--- config.mk ---
export PLATFORM = sky130hd
export DESIGN_NAME = alm_top
export DESIGN_NICKNAME = d
export VERILOG_FILES = /design/src/hw/alm_pkg.sv /design/src/hw/alm_top.sv
export SDC_FILE = /design/constraint.sdc
export NUM_CORES = 1
export LEC_CHECK = 0
export BUFFER_PORTS_ARGS = -buffer_cell sky130_fd_sc_hd__clkbuf_2
export CORE_UTILIZATION = 35
export DETAILED_ROUTE_END_ITERATION = 10
export PLACE_DENSITY = 0.52
export REMOVE_ABC_BUFFERS = 1
export SYNTH_ARGS = -nofsm -noshare
export SYNTH_HDL_FRONTEND = slang
export SYNTH_SLANG_ARGS = --single-unit
--- constraint.sdc ---
create_clock -name clk_i -period 20.5 [get_ports clk_i]
set_clock_uncertainty 0.15 [all_clocks]
set_input_delay 0 -clock clk_i [delete_from_list [all_inputs] [get_ports clk_i]]
set_output_delay 0 -clock clk_i [all_outputs]
set_load 0.005 [all_outputs]
--- src/hw/alm_pkg.sv ---
// Shared constants, register map and types of the adaptive linefeed monitor
package alm_pkg;
  // ----------------------------------------------------------------
  // Clock and sample rates
  // ----------------------------------------------------------------
  localparam int CLK_HZ        = 125_000_000;
  localparam int SLOW_RATE_HZ  = 800;
  localparam int FAST_RATE_HZ  = 8000;
  localparam int SLOW_DIV      = CLK_HZ / SLOW_RATE_HZ;
  localparam int FAST_DIV      = CLK_HZ / FAST_RATE_HZ;
  localparam int CAL_CYCLES    = 512;
  localparam int CNT_W         = 18;
  localparam int CAL_W         = 16;
  // ----------------------------------------------------------------
  // Linefeed state codes
  // ----------------------------------------------------------------
  localparam logic [2:0] LF_OPEN      = 3'h0;
  localparam logic [2:0] LF_FWD       = 3'h1;
  localparam logic [2:0] LF_TIP_LEAD_OPEN_STATE  = 3'h3;
  localparam logic [2:0] LF_REV       = 3'h5;
  localparam logic [2:0] LF_REV_OHT   = 3'h6;
  localparam logic [2:0] LF_RING_OPEN = 3'h7;
  // ----------------------------------------------------------------
  // Register word addresses
  // ----------------------------------------------------------------
  localparam logic [4:0] A_CTRL   = 5'h00;
  localparam logic [4:0] A_STATUS = 5'h01;
  localparam logic [4:0] A_VOC    = 5'h02;
  localparam logic [4:0] A_VOV    = 5'h03;
  localparam logic [4:0] A_VCM    = 5'h04;
  localparam logic [4:0] A_BOOST  = 5'h05;
  localparam logic [4:0] A_DROP   = 5'h06;
  localparam logic [4:0] A_RISE   = 5'h07;
  localparam logic [4:0] A_TRACK  = 5'h08;
  localparam logic [4:0] A_CURRENT_LIMIT   = 5'h09;
  localparam logic [4:0] A_GKLO   = 5'h0A;
  localparam logic [4:0] A_GKHI   = 5'h0B;
  localparam logic [4:0] A_GKLPF  = 5'h0C;
  localparam logic [4:0] A_GKDB   = 5'h0D;
  localparam logic [4:0] A_TARGET = 5'h0E;
  localparam logic [4:0] A_LOOP_VOLTAGE_SENSE  = 5'h10;
  localparam logic [4:0] A_TIP_VOLTAGE_SENSE   = 5'h11;
  localparam logic [4:0] A_RING_VOLTAGE_SENSE  = 5'h12;
  localparam logic [4:0] A_LOOP_CURRENT_SENSE  = 5'h13;
  localparam logic [4:0] A_VBAT   = 5'h14;
  localparam logic [4:0] A_LONGITUDINAL_CURRENT_SENSE  = 5'h15;
  localparam logic [4:0] A_RGV    = 5'h16;
  localparam logic [4:0] A_RGI    = 5'h17;
  // ----------------------------------------------------------------
  // Field positions
  // ----------------------------------------------------------------
  localparam int B_CAL      = 3;
  localparam int B_DISCRETE = 4;
  localparam int B_GKFLAG   = 0;
  localparam int B_PWRFLAG  = 1;
  localparam int B_LOWIMP   = 2;
  localparam int B_CURLIM   = 3;
  localparam int B_CALBUSY  = 4;
  localparam int LPF_SHIFT  = 8;
  localparam logic [7:0] SCALE_PAD = 8'h00;
  // ----------------------------------------------------------------
  // Types
  // ----------------------------------------------------------------
  typedef struct packed {
    logic [7:0] tip_v;
    logic [7:0] ring_v;
    logic [7:0] bat_v;
    logic [7:0] tip_i;
    logic [7:0] ring_i;
    logic [7:0] rgen_v;
    logic [7:0] rgen_i;
  } alm_sense_t;
  localparam int SYNC_W = $bits(alm_sense_t) + 1;
  typedef struct packed {
    logic [SYNC_W-1:0] sy1, sy2, sy3, held;
    logic [CNT_W-1:0]  slow_cnt, fast_cnt;
    logic [CAL_W-1:0]  cal_cnt;
    logic [2:0]        lf;
    logic              cal, discrete, gk_flag, pwr_flag, pwr_prev;
    logic              low_imp, cur_lim, gk_armed;
    logic [15:0]       programmed_open_voltage, overhead_voltage, common_mode_voltage, boost, drop, rise, current_limit, gklo, gkhi;
    logic [7:0]        gkc, gkd, gk_cnt;
    logic [15:0]       tracked, target, gk_filt;
    logic [15:0]       loop_voltage_sense, tip_voltage_sense, ring_voltage_sense, loop_current_sense, vbat, longitudinal_current_sense, rgv, rgi;
    logic [15:0]       rdata;
    logic              tip_hiz, ring_hiz, imp_640, reverse;
  } alm_state_t;
endpackage

--- src/hw/alm_top.sv ---
// Adaptive linefeed control, ground start, calibration and loop monitor
// What this block does
// - Current limit flagged only in 320 ohm feed
// - Rise threshold: 640 ohm, drop boost
// - Ample battery: tracked equals programmed open voltage
// - Low battery: tracked is battery minus overheads
// - Thresholds are offsets from tracked voltage
// - Codes 011 and 111 select ground start
// - Named lead high impedance, other driven
// - Ground start uses same impedances, thresholds
// - Ground key: filtered longitudinal current, thresholds
// - Debounced ground key sets status flag
// - Ground key moves state to active
// - Calibrate bit self clears when done
// - Reset gives open state, calibration allowed
// - Eight bit samples readable in registers
// - Monitors at 800 Hz, ringer 8 kHz
// - Report loop voltage and loop current
// - Ground start reports ring lead values
// - Currents derived from transistor currents
// - Ringer voltage and current result scaling
// - Excess power forces open, raises alarm
// - Drop threshold: 320 ohm, add boost
// - Zero boost keeps impedance change only
// - Reverse active encoded as 101
`timescale 1ns/100ps
module alm_top import alm_pkg::*; #(
  parameter int SLOW_DIV_P   = SLOW_DIV,
  parameter int FAST_DIV_P   = FAST_DIV,
  parameter int CAL_CYCLES_P = CAL_CYCLES
) (
  // Clock and reset
  input  wire logic        clk_i,
  input  wire logic        arst_n_i,
  // Register port
  input  wire logic [4:0]  addr_i,
  input  wire logic [15:0] wdata_i,
  input  wire logic        wr_i,
  input  wire logic        rd_i,
  output logic      [15:0] rdata_o,
  // Converter samples and power monitor
  input  wire alm_sense_t  sense_i,
  input  wire logic        power_excess_i,
  // Linefeed stage control
  output logic             tip_hiz_o,
  output logic             ring_hiz_o,
  output logic             imp_640_o,
  output logic             reverse_o,
  output logic      [15:0] feed_target_o,
  output logic             cal_run_o
);
  // ----------------------------------------------------------------
  // State
  // ----------------------------------------------------------------
  localparam logic [CNT_W-1:0] SLOW_LAST = CNT_W'(SLOW_DIV_P - 1);
  localparam logic [CNT_W-1:0] FAST_LAST = CNT_W'(FAST_DIV_P - 1);
  localparam logic [CAL_W-1:0] CAL_LAST  = CAL_W'(CAL_CYCLES_P - 1);
  alm_state_t st_ff, nxt_st;
  logic slow_t, fast_t, gk_ev, pwr_rise, active;
  logic [SYNC_W-1:0] agree;
  alm_sense_t s;
  logic [15:0] it16, ir16, longitudinal_current_sense_abs;
  logic signed [17:0] vd, vmag, lo_th, hi_th;
  logic signed [16:0] ld, la, diff;
  logic signed [25:0] prod;
  logic signed [17:0] newf;
  logic [17:0] vsum;
  logic [16:0] ovcm, tsum;
  logic [15:0] rsel;

  // ----------------------------------------------------------------
  // Next state
  // ----------------------------------------------------------------
  always_comb begin
    nxt_st    = st_ff;
    slow_t    = (st_ff.slow_cnt == SLOW_LAST);
    fast_t    = (st_ff.fast_cnt == FAST_LAST);
    agree     = ~(st_ff.sy2 ^ st_ff.sy3);
    s         = alm_sense_t'(st_ff.held[SYNC_W-2:0]);
    pwr_rise  = st_ff.held[SYNC_W-1] & ~st_ff.pwr_prev;
    gk_ev     = 1'b0;
    active    = (st_ff.lf != LF_OPEN);
    it16      = {s.tip_i, SCALE_PAD};
    ir16      = {s.ring_i, SCALE_PAD};
    vd        = 18'sd0;
    vmag      = 18'sd0;
    lo_th     = 18'sd0;
    hi_th     = 18'sd0;
    ld        = $signed({1'b0, it16}) - $signed({1'b0, ir16});
    la        = ld[16] ? -ld : ld;
    longitudinal_current_sense_abs = la[16:1];
    diff      = $signed({1'b0, longitudinal_current_sense_abs}) - $signed({1'b0, st_ff.gk_filt});
    prod      = diff * $signed({1'b0, st_ff.gkc});
    newf      = $signed({2'b00, st_ff.gk_filt}) + 18'(prod >>> LPF_SHIFT);
    vsum      = {2'b00, st_ff.programmed_open_voltage} + {2'b00, st_ff.overhead_voltage} + {2'b00, st_ff.common_mode_voltage};
    ovcm      = {1'b0, st_ff.overhead_voltage} + {1'b0, st_ff.common_mode_voltage};
    tsum      = {1'b0, st_ff.tracked} + {1'b0, st_ff.boost};
    rsel      = 16'h0000;
    // Three stage input capture, a change is taken once the last two stages agree
    nxt_st.sy1      = {power_excess_i, sense_i};
    nxt_st.sy2      = st_ff.sy1;
    nxt_st.sy3      = st_ff.sy2;
    nxt_st.held     = (st_ff.held & ~agree) | (st_ff.sy3 & agree);
    nxt_st.pwr_prev = st_ff.held[SYNC_W-1];
    // Sample rate dividers
    nxt_st.slow_cnt = slow_t ? '0 : CNT_W'(st_ff.slow_cnt + 1'b1);
    nxt_st.fast_cnt = fast_t ? '0 : CNT_W'(st_ff.fast_cnt + 1'b1);
    // Open voltage tracking against battery
    if ({2'b00, st_ff.vbat} >= vsum) begin
      nxt_st.tracked = st_ff.programmed_open_voltage;
    end else if ({1'b0, st_ff.vbat} > ovcm) begin
      nxt_st.tracked = 16'(st_ff.vbat - ovcm[15:0]);
    end else begin
      nxt_st.tracked = 16'h0000;
    end
    // Ringer inputs at the fast rate
    if (fast_t) begin
      nxt_st.rgv = {s.rgen_v, SCALE_PAD};
      nxt_st.rgi = {s.rgen_i, SCALE_PAD};
    end
    // Monitor samples at the slow rate
    if (slow_t) begin
      nxt_st.tip_voltage_sense  = {s.tip_v, SCALE_PAD};
      nxt_st.ring_voltage_sense = {s.ring_v, SCALE_PAD};
      nxt_st.vbat  = {s.bat_v, SCALE_PAD};
      nxt_st.longitudinal_current_sense = ld[16:1];
      if (st_ff.lf == LF_TIP_LEAD_OPEN_STATE || st_ff.lf == LF_RING_OPEN) begin
        vd           = $signed({2'b00, s.ring_v, SCALE_PAD});
        nxt_st.loop_current_sense = ir16;
      end else begin
        vd           = $signed({2'b00, s.tip_v, SCALE_PAD})
                     - $signed({2'b00, s.ring_v, SCALE_PAD});
        nxt_st.loop_current_sense = 16'(({1'b0, it16} + {1'b0, ir16}) >> 1);
      end
      nxt_st.loop_voltage_sense = vd[15:0];
      vmag  = vd[17] ? -vd : vd;
      lo_th = $signed({2'b00, st_ff.tracked}) + 18'($signed(st_ff.drop));
      hi_th = $signed({2'b00, st_ff.tracked}) + 18'($signed(st_ff.rise));
      // Adaptive feed hysteresis, same in loop and ground start
      if (!active) begin
        nxt_st.low_imp = 1'b0;
      end else if (!st_ff.low_imp && vmag <= lo_th) begin
        nxt_st.low_imp = 1'b1;
      end else if (st_ff.low_imp && vmag >= hi_th) begin
        nxt_st.low_imp = 1'b0;
      end
      nxt_st.cur_lim = nxt_st.low_imp && (nxt_st.loop_current_sense >= st_ff.current_limit);
      // Ground key filter and debounce
      nxt_st.gk_filt = newf[15:0];
      if (st_ff.gk_filt > st_ff.gkhi) begin
        if (st_ff.gk_cnt < st_ff.gkd) begin
          nxt_st.gk_cnt = 8'(st_ff.gk_cnt + 1'b1);
        end else if (!st_ff.gk_armed) begin
          gk_ev           = 1'b1;
          nxt_st.gk_armed = 1'b1;
        end
      end else if (st_ff.gk_filt < st_ff.gklo) begin
        nxt_st.gk_cnt   = 8'h00;
        nxt_st.gk_armed = 1'b0;
      end
    end
    // Feed target follows the impedance region
    if (st_ff.low_imp) begin
      nxt_st.target = tsum[16] ? 16'hFFFF : tsum[15:0];
    end else begin
      nxt_st.target = st_ff.tracked;
    end
    // Calibration cycle
    if (st_ff.cal) begin
      if (st_ff.cal_cnt == '0) begin
        nxt_st.cal = 1'b0;
      end else begin
        nxt_st.cal_cnt = CAL_W'(st_ff.cal_cnt - 1'b1);
      end
    end
    // Register writes
    if (wr_i) begin
      case (addr_i)
        A_CTRL: begin
          nxt_st.lf       = wdata_i[2:0];
          nxt_st.discrete = wdata_i[B_DISCRETE];
          if (wdata_i[B_CAL] && !st_ff.cal) begin
            nxt_st.cal     = 1'b1;
            nxt_st.cal_cnt = CAL_LAST;
          end
        end
        A_STATUS: begin
          if (wdata_i[B_GKFLAG]) nxt_st.gk_flag = 1'b0;
          if (wdata_i[B_PWRFLAG]) nxt_st.pwr_flag = 1'b0;
        end
        A_VOC:   nxt_st.programmed_open_voltage   = wdata_i;
        A_VOV:   nxt_st.overhead_voltage   = wdata_i;
        A_VCM:   nxt_st.common_mode_voltage   = wdata_i;
        A_BOOST: nxt_st.boost = wdata_i;
        A_DROP:  nxt_st.drop  = wdata_i;
        A_RISE:  nxt_st.rise  = wdata_i;
        A_CURRENT_LIMIT:  nxt_st.current_limit  = wdata_i;
        A_GKLO:  nxt_st.gklo  = wdata_i;
        A_GKHI:  nxt_st.gkhi  = wdata_i;
        A_GKLPF: nxt_st.gkc   = wdata_i[7:0];
        A_GKDB:  nxt_st.gkd   = wdata_i[7:0];
        default: ;
      endcase
    end
    // Hardware events win over a software write in the same cycle
    if (gk_ev) begin
      nxt_st.gk_flag = 1'b1;
      if (st_ff.lf == LF_TIP_LEAD_OPEN_STATE) nxt_st.lf = LF_FWD;
      if (st_ff.lf == LF_RING_OPEN) nxt_st.lf = LF_REV;
    end
    if (pwr_rise) begin
      nxt_st.pwr_flag = 1'b1;
      nxt_st.lf       = LF_OPEN;
    end
    // Lead drive and impedance outputs
    nxt_st.tip_hiz  = (nxt_st.lf == LF_OPEN) || (nxt_st.lf == LF_TIP_LEAD_OPEN_STATE);
    nxt_st.ring_hiz = (nxt_st.lf == LF_OPEN) || (nxt_st.lf == LF_RING_OPEN);
    nxt_st.reverse  = (nxt_st.lf == LF_REV) || (nxt_st.lf == LF_REV_OHT);
    nxt_st.imp_640  = !nxt_st.low_imp && !nxt_st.discrete;
    // Register reads, data in the following cycle only
    case (addr_i)
      A_CTRL:   rsel = {11'h000, st_ff.discrete, st_ff.cal, st_ff.lf};
      A_STATUS: rsel = {11'h000, st_ff.cal, st_ff.cur_lim, st_ff.low_imp,
                        st_ff.pwr_flag, st_ff.gk_flag};
      A_VOC:    rsel = st_ff.programmed_open_voltage;
      A_VOV:    rsel = st_ff.overhead_voltage;
      A_VCM:    rsel = st_ff.common_mode_voltage;
      A_BOOST:  rsel = st_ff.boost;
      A_DROP:   rsel = st_ff.drop;
      A_RISE:   rsel = st_ff.rise;
      A_TRACK:  rsel = st_ff.tracked;
      A_CURRENT_LIMIT:   rsel = st_ff.current_limit;
      A_GKLO:   rsel = st_ff.gklo;
      A_GKHI:   rsel = st_ff.gkhi;
      A_GKLPF:  rsel = {8'h00, st_ff.gkc};
      A_GKDB:   rsel = {8'h00, st_ff.gkd};
      A_TARGET: rsel = st_ff.target;
      A_LOOP_VOLTAGE_SENSE:  rsel = st_ff.loop_voltage_sense;
      A_TIP_VOLTAGE_SENSE:   rsel = st_ff.tip_voltage_sense;
      A_RING_VOLTAGE_SENSE:  rsel = st_ff.ring_voltage_sense;
      A_LOOP_CURRENT_SENSE:  rsel = st_ff.loop_current_sense;
      A_VBAT:   rsel = st_ff.vbat;
      A_LONGITUDINAL_CURRENT_SENSE:  rsel = st_ff.longitudinal_current_sense;
      A_RGV:    rsel = st_ff.rgv;
      A_RGI:    rsel = st_ff.rgi;
      default:  rsel = 16'h0000;
    endcase
    nxt_st.rdata = rd_i ? rsel : 16'h0000;
  end

  // ----------------------------------------------------------------
  // Registers
  // ----------------------------------------------------------------
  always_ff @(posedge clk_i or negedge arst_n_i) begin
    if (!arst_n_i) begin
      st_ff          <= '0;
      st_ff.lf       <= LF_OPEN;
      st_ff.tip_hiz  <= 1'b1;
      st_ff.ring_hiz <= 1'b1;
      st_ff.imp_640  <= 1'b1;
    end else begin
      st_ff <= nxt_st;
    end
  end

  assign rdata_o       = st_ff.rdata;
  assign tip_hiz_o     = st_ff.tip_hiz;
  assign ring_hiz_o    = st_ff.ring_hiz;
  assign imp_640_o     = st_ff.imp_640;
  assign reverse_o     = st_ff.reverse;
  assign feed_target_o = st_ff.target;
  assign cal_run_o     = st_ff.cal;
endmodule // alm_top

==> impl_metrics.toml <==
[run_status]
outcome = "finished, final reports clean"

[clock_tree]
cts_tree = "done"
clock-sinks = 593
cts.clk_slew.worst_paths_ps = 60
postCtsSetupRepairBufs = 0
clock_latency_ps = 630
cts_buffers = 70
cts_max_level = 3
clock_path_buffers = 3
root_buffer = "clkbuf_16"

[sta]
maxSlewHeadroom_pct = 4.760
fin_crit_ps = 10080
fin_tns_setup_ps = 0
fmax_mhz = 99.25
hold_violations = 0
worst_pin_slew_ps = 1423
timing.hold.ws_ps = 90.87
rsz0062_at_grt = "no"
finalMaxSlewViolations = 0
setup_violations = 0
post-route-period-util_pct = 49.15

[route]
wire_per_inst_um = 20.23
drc = 0
drt_wl_total_um = 97260
vias = 24946
drtPass1Iterations = 6
drtIter0Drc = 1935
ant_nets = 0
viasPerCell = 5.188

[finish]
n_fill_cell = 9571
area_growth_pct = 16.49
layout-drive-gt1-share_pct = 14.24
finalNetCount = 3941
final_core_util_pct = 41.23

[setup_path]
worst-path-buf-inv = 5
startpoint_type = "flip-flop"
worstPathRequired_ps = 20900
critPathKind = "reg2reg"
rr_endpoint = "st_ff[163]$_DFFE_PN0N_"
endpoint_kind = "flip-flop"
crit_family = "adder cells"
cpPeakStageDelay_ps = 600
reg2reg_slack_ps = 10420
crit_slowest_cell = "xnor2_1"
worstPathArrival_ps = 10470
worstPathMaxFanout = 8
ff2ff_path_depth = 44

[yosys]
async_reset_ff_share_pct = 100.0
yosys-top-cells-count = "dfrtp_1 (590), inv_1 (285), ha_1 (267)"
ys_seq_elements = 593
synth_top_cell_by_area = "dfrtp_1"
ys_top_cells_by_area = "dfrtp_1 (42%), ha_1 (9.6%), fa_1 (7.3%)"
synth_top_area_share_pct = 42.39
seq_area_frac_synth_pct = 42.61
syn_area_per_cell_sq_um = 10.84
synthCells = 3214
synth_flop_cell = "dfrtp_1"
synth.most_common_cell = "dfrtp_1"
syn-cell-area_sq_um = 34830
synth_edf_count = 0
synth.distinct_cells = 88
yosysWarnings = 0

[placement]
hpwl_um = 71800
io_buffers = 118
gp_congestion = 0.8890

[floorplanning]
dieHeight_um = 317.5
initial_core_util_pct = 35.39
dieArea_sq_um = 100800
ios = 119
core_region_area_sq_um = 98420
num_rows = 115
die_x_um = 317.5

[hold_path]
worstHoldEndpoint = "rdata_o[0]$_DFF_PN0_"
hold-path-cell-count = 5
hold_class = "in2reg"
hp-start = "addr_i[4]"

[global_route]
grt_pass1_vias = 25151
grt_antenna_before_repair = 5
gr-total-overflow = 0
grt_usage_pct = 19.64
grt_pass1_wl_um = 152700
grt_start_max_net_pins = 97

[power]
p_total_mw = 5.526
vdd_drop_max_v = 0.0001868
powerDensity_nw_per_um2 = 136.2
p_leak_nw = 19.11

[job]
drv_cap = 0
placed cells by master, fill, tap and decap left out, types with 22 or more instances in the layout:
master,netlist,layout
dlygate4sd3_1,0,138
clkbuf_2,0,117
nor2_1,177,176
and2_1,74,74
nand2b_1,22,22
mux2_2,185,185
ha_1,267,267
buf_4,34,32
dfrtp_1,590,590
inv_1,285,285
a22oi_1,78,78
a21o_1,61,61
nor3_1,39,39
nor2b_1,24,24
nand3_1,74,73
a21oi_1,126,126
o21ai_0,84,84
nand4_1,34,34
clkbuf_16,0,72
and3_1,26,25
xnor2_1,117,117
maj3_1,57,57
fa_1,127,127
nand2_1,260,260
xor2_1,75,75
worst max-delay path by stage:
| stage | startpoint | to | slack, ps | depth (start not counted) |
|---|---|---|---|---|
| after floorplan | flip-flop | st_ff[163]$_DFFE_PN0N_ | 11580 | 44 |
| after global placement | flip-flop | st_ff[163]$_DFFE_PN0N_ | 10660 | 44 |
| after detailed placement | flip-flop | st_ff[163]$_DFFE_PN0N_ | 10530 | 44 |
| after CTS | flip-flop | st_ff[163]$_DFFE_PN0N_ | 10470 | 44 |
| after global routing | flip-flop | st_ff[163]$_DFFE_PN0N_ | 9630 | 44 |
| final | flip-flop | st_ff[163]$_DFFE_PN0N_ | 10420 | 44 |
kinds of logic (layout without fill, tap and decap cells):
family,after synthesis,after routing,synth area share (%)
XOR/XNOR,193,193,4.874
buffers and inverters,396,700,4.677
multiplexers,195,195,6.304
adder cells (fa/ha/maj),451,451,18.53
flip-flops,593,593,42.61
other,1,4,0.01077
AO/OA/AOI/OAI,593,593,12.10
AND/OR/NAND/NOR,792,792,10.89
worst min-delay path, delay by kind of cell:
| family | cells | cell delay, ps |
|---|---|---|
| compound gates | 3 | 300 |
| buf+inv | 2 | 490 |
cell type report:
class | instances | area [sq um] | share of cell area (%)
Clock inverter | 33 | 416.7 | 1.027
Antenna cell | 2 | 5.005 | 0.01233
Tap cell | 1287 | 1610 | 3.968
Sequential cell | 593 | 14840 | 36.58
Multi-Input combinational cell | 2226 | 18380 | 45.30
Clock buffer | 93 | 2001 | 4.930
Inverter | 285 | 1070 | 2.636
Timing Repair Buffer | 289 | 2250 | 5.544
through the flow:
stage               std cells  instance area, sq um  setup WS, ps
finish                   4808                 40580         10420
global route             4807                 40580          9630
CTS                      4806                 40570         10470
detailed placement       4541                 36750         10530
global placement         4541                 36750         10660
floorplan                3104                 34280         11580
power by group:
part	total (mW)	switching, mW	internal (mW)
Clock	1.30	0.512	0.791
Combinational	2.83	1.58	1.25
Sequential	1.39	0.128	1.26
registers in the layout, indices dropped and copies added, names as in the netlist, named ones only:
register and count:
tip_hiz_o 1, imp_640_o 1, rdata_o 16, st_ff 385, reverse_o 1, cal_run_o 1
ring_hiz_o 1, nxt_st 114, feed_target_o 16
metal layers:
metal	part of all wire, %	track usage, %
met3	4.7	2.898
met5	0.027	0
met4	2.8	5.825
met2	45	30.91
met1	48	27.92
what timing repair did:
item                      in CTS  in global routing
hold buffers                 139                  0
gates resized for setup        0                  0
hold endpoints to repair     337                  0
No activity file was read; power rests on OpenSTA's default activity.
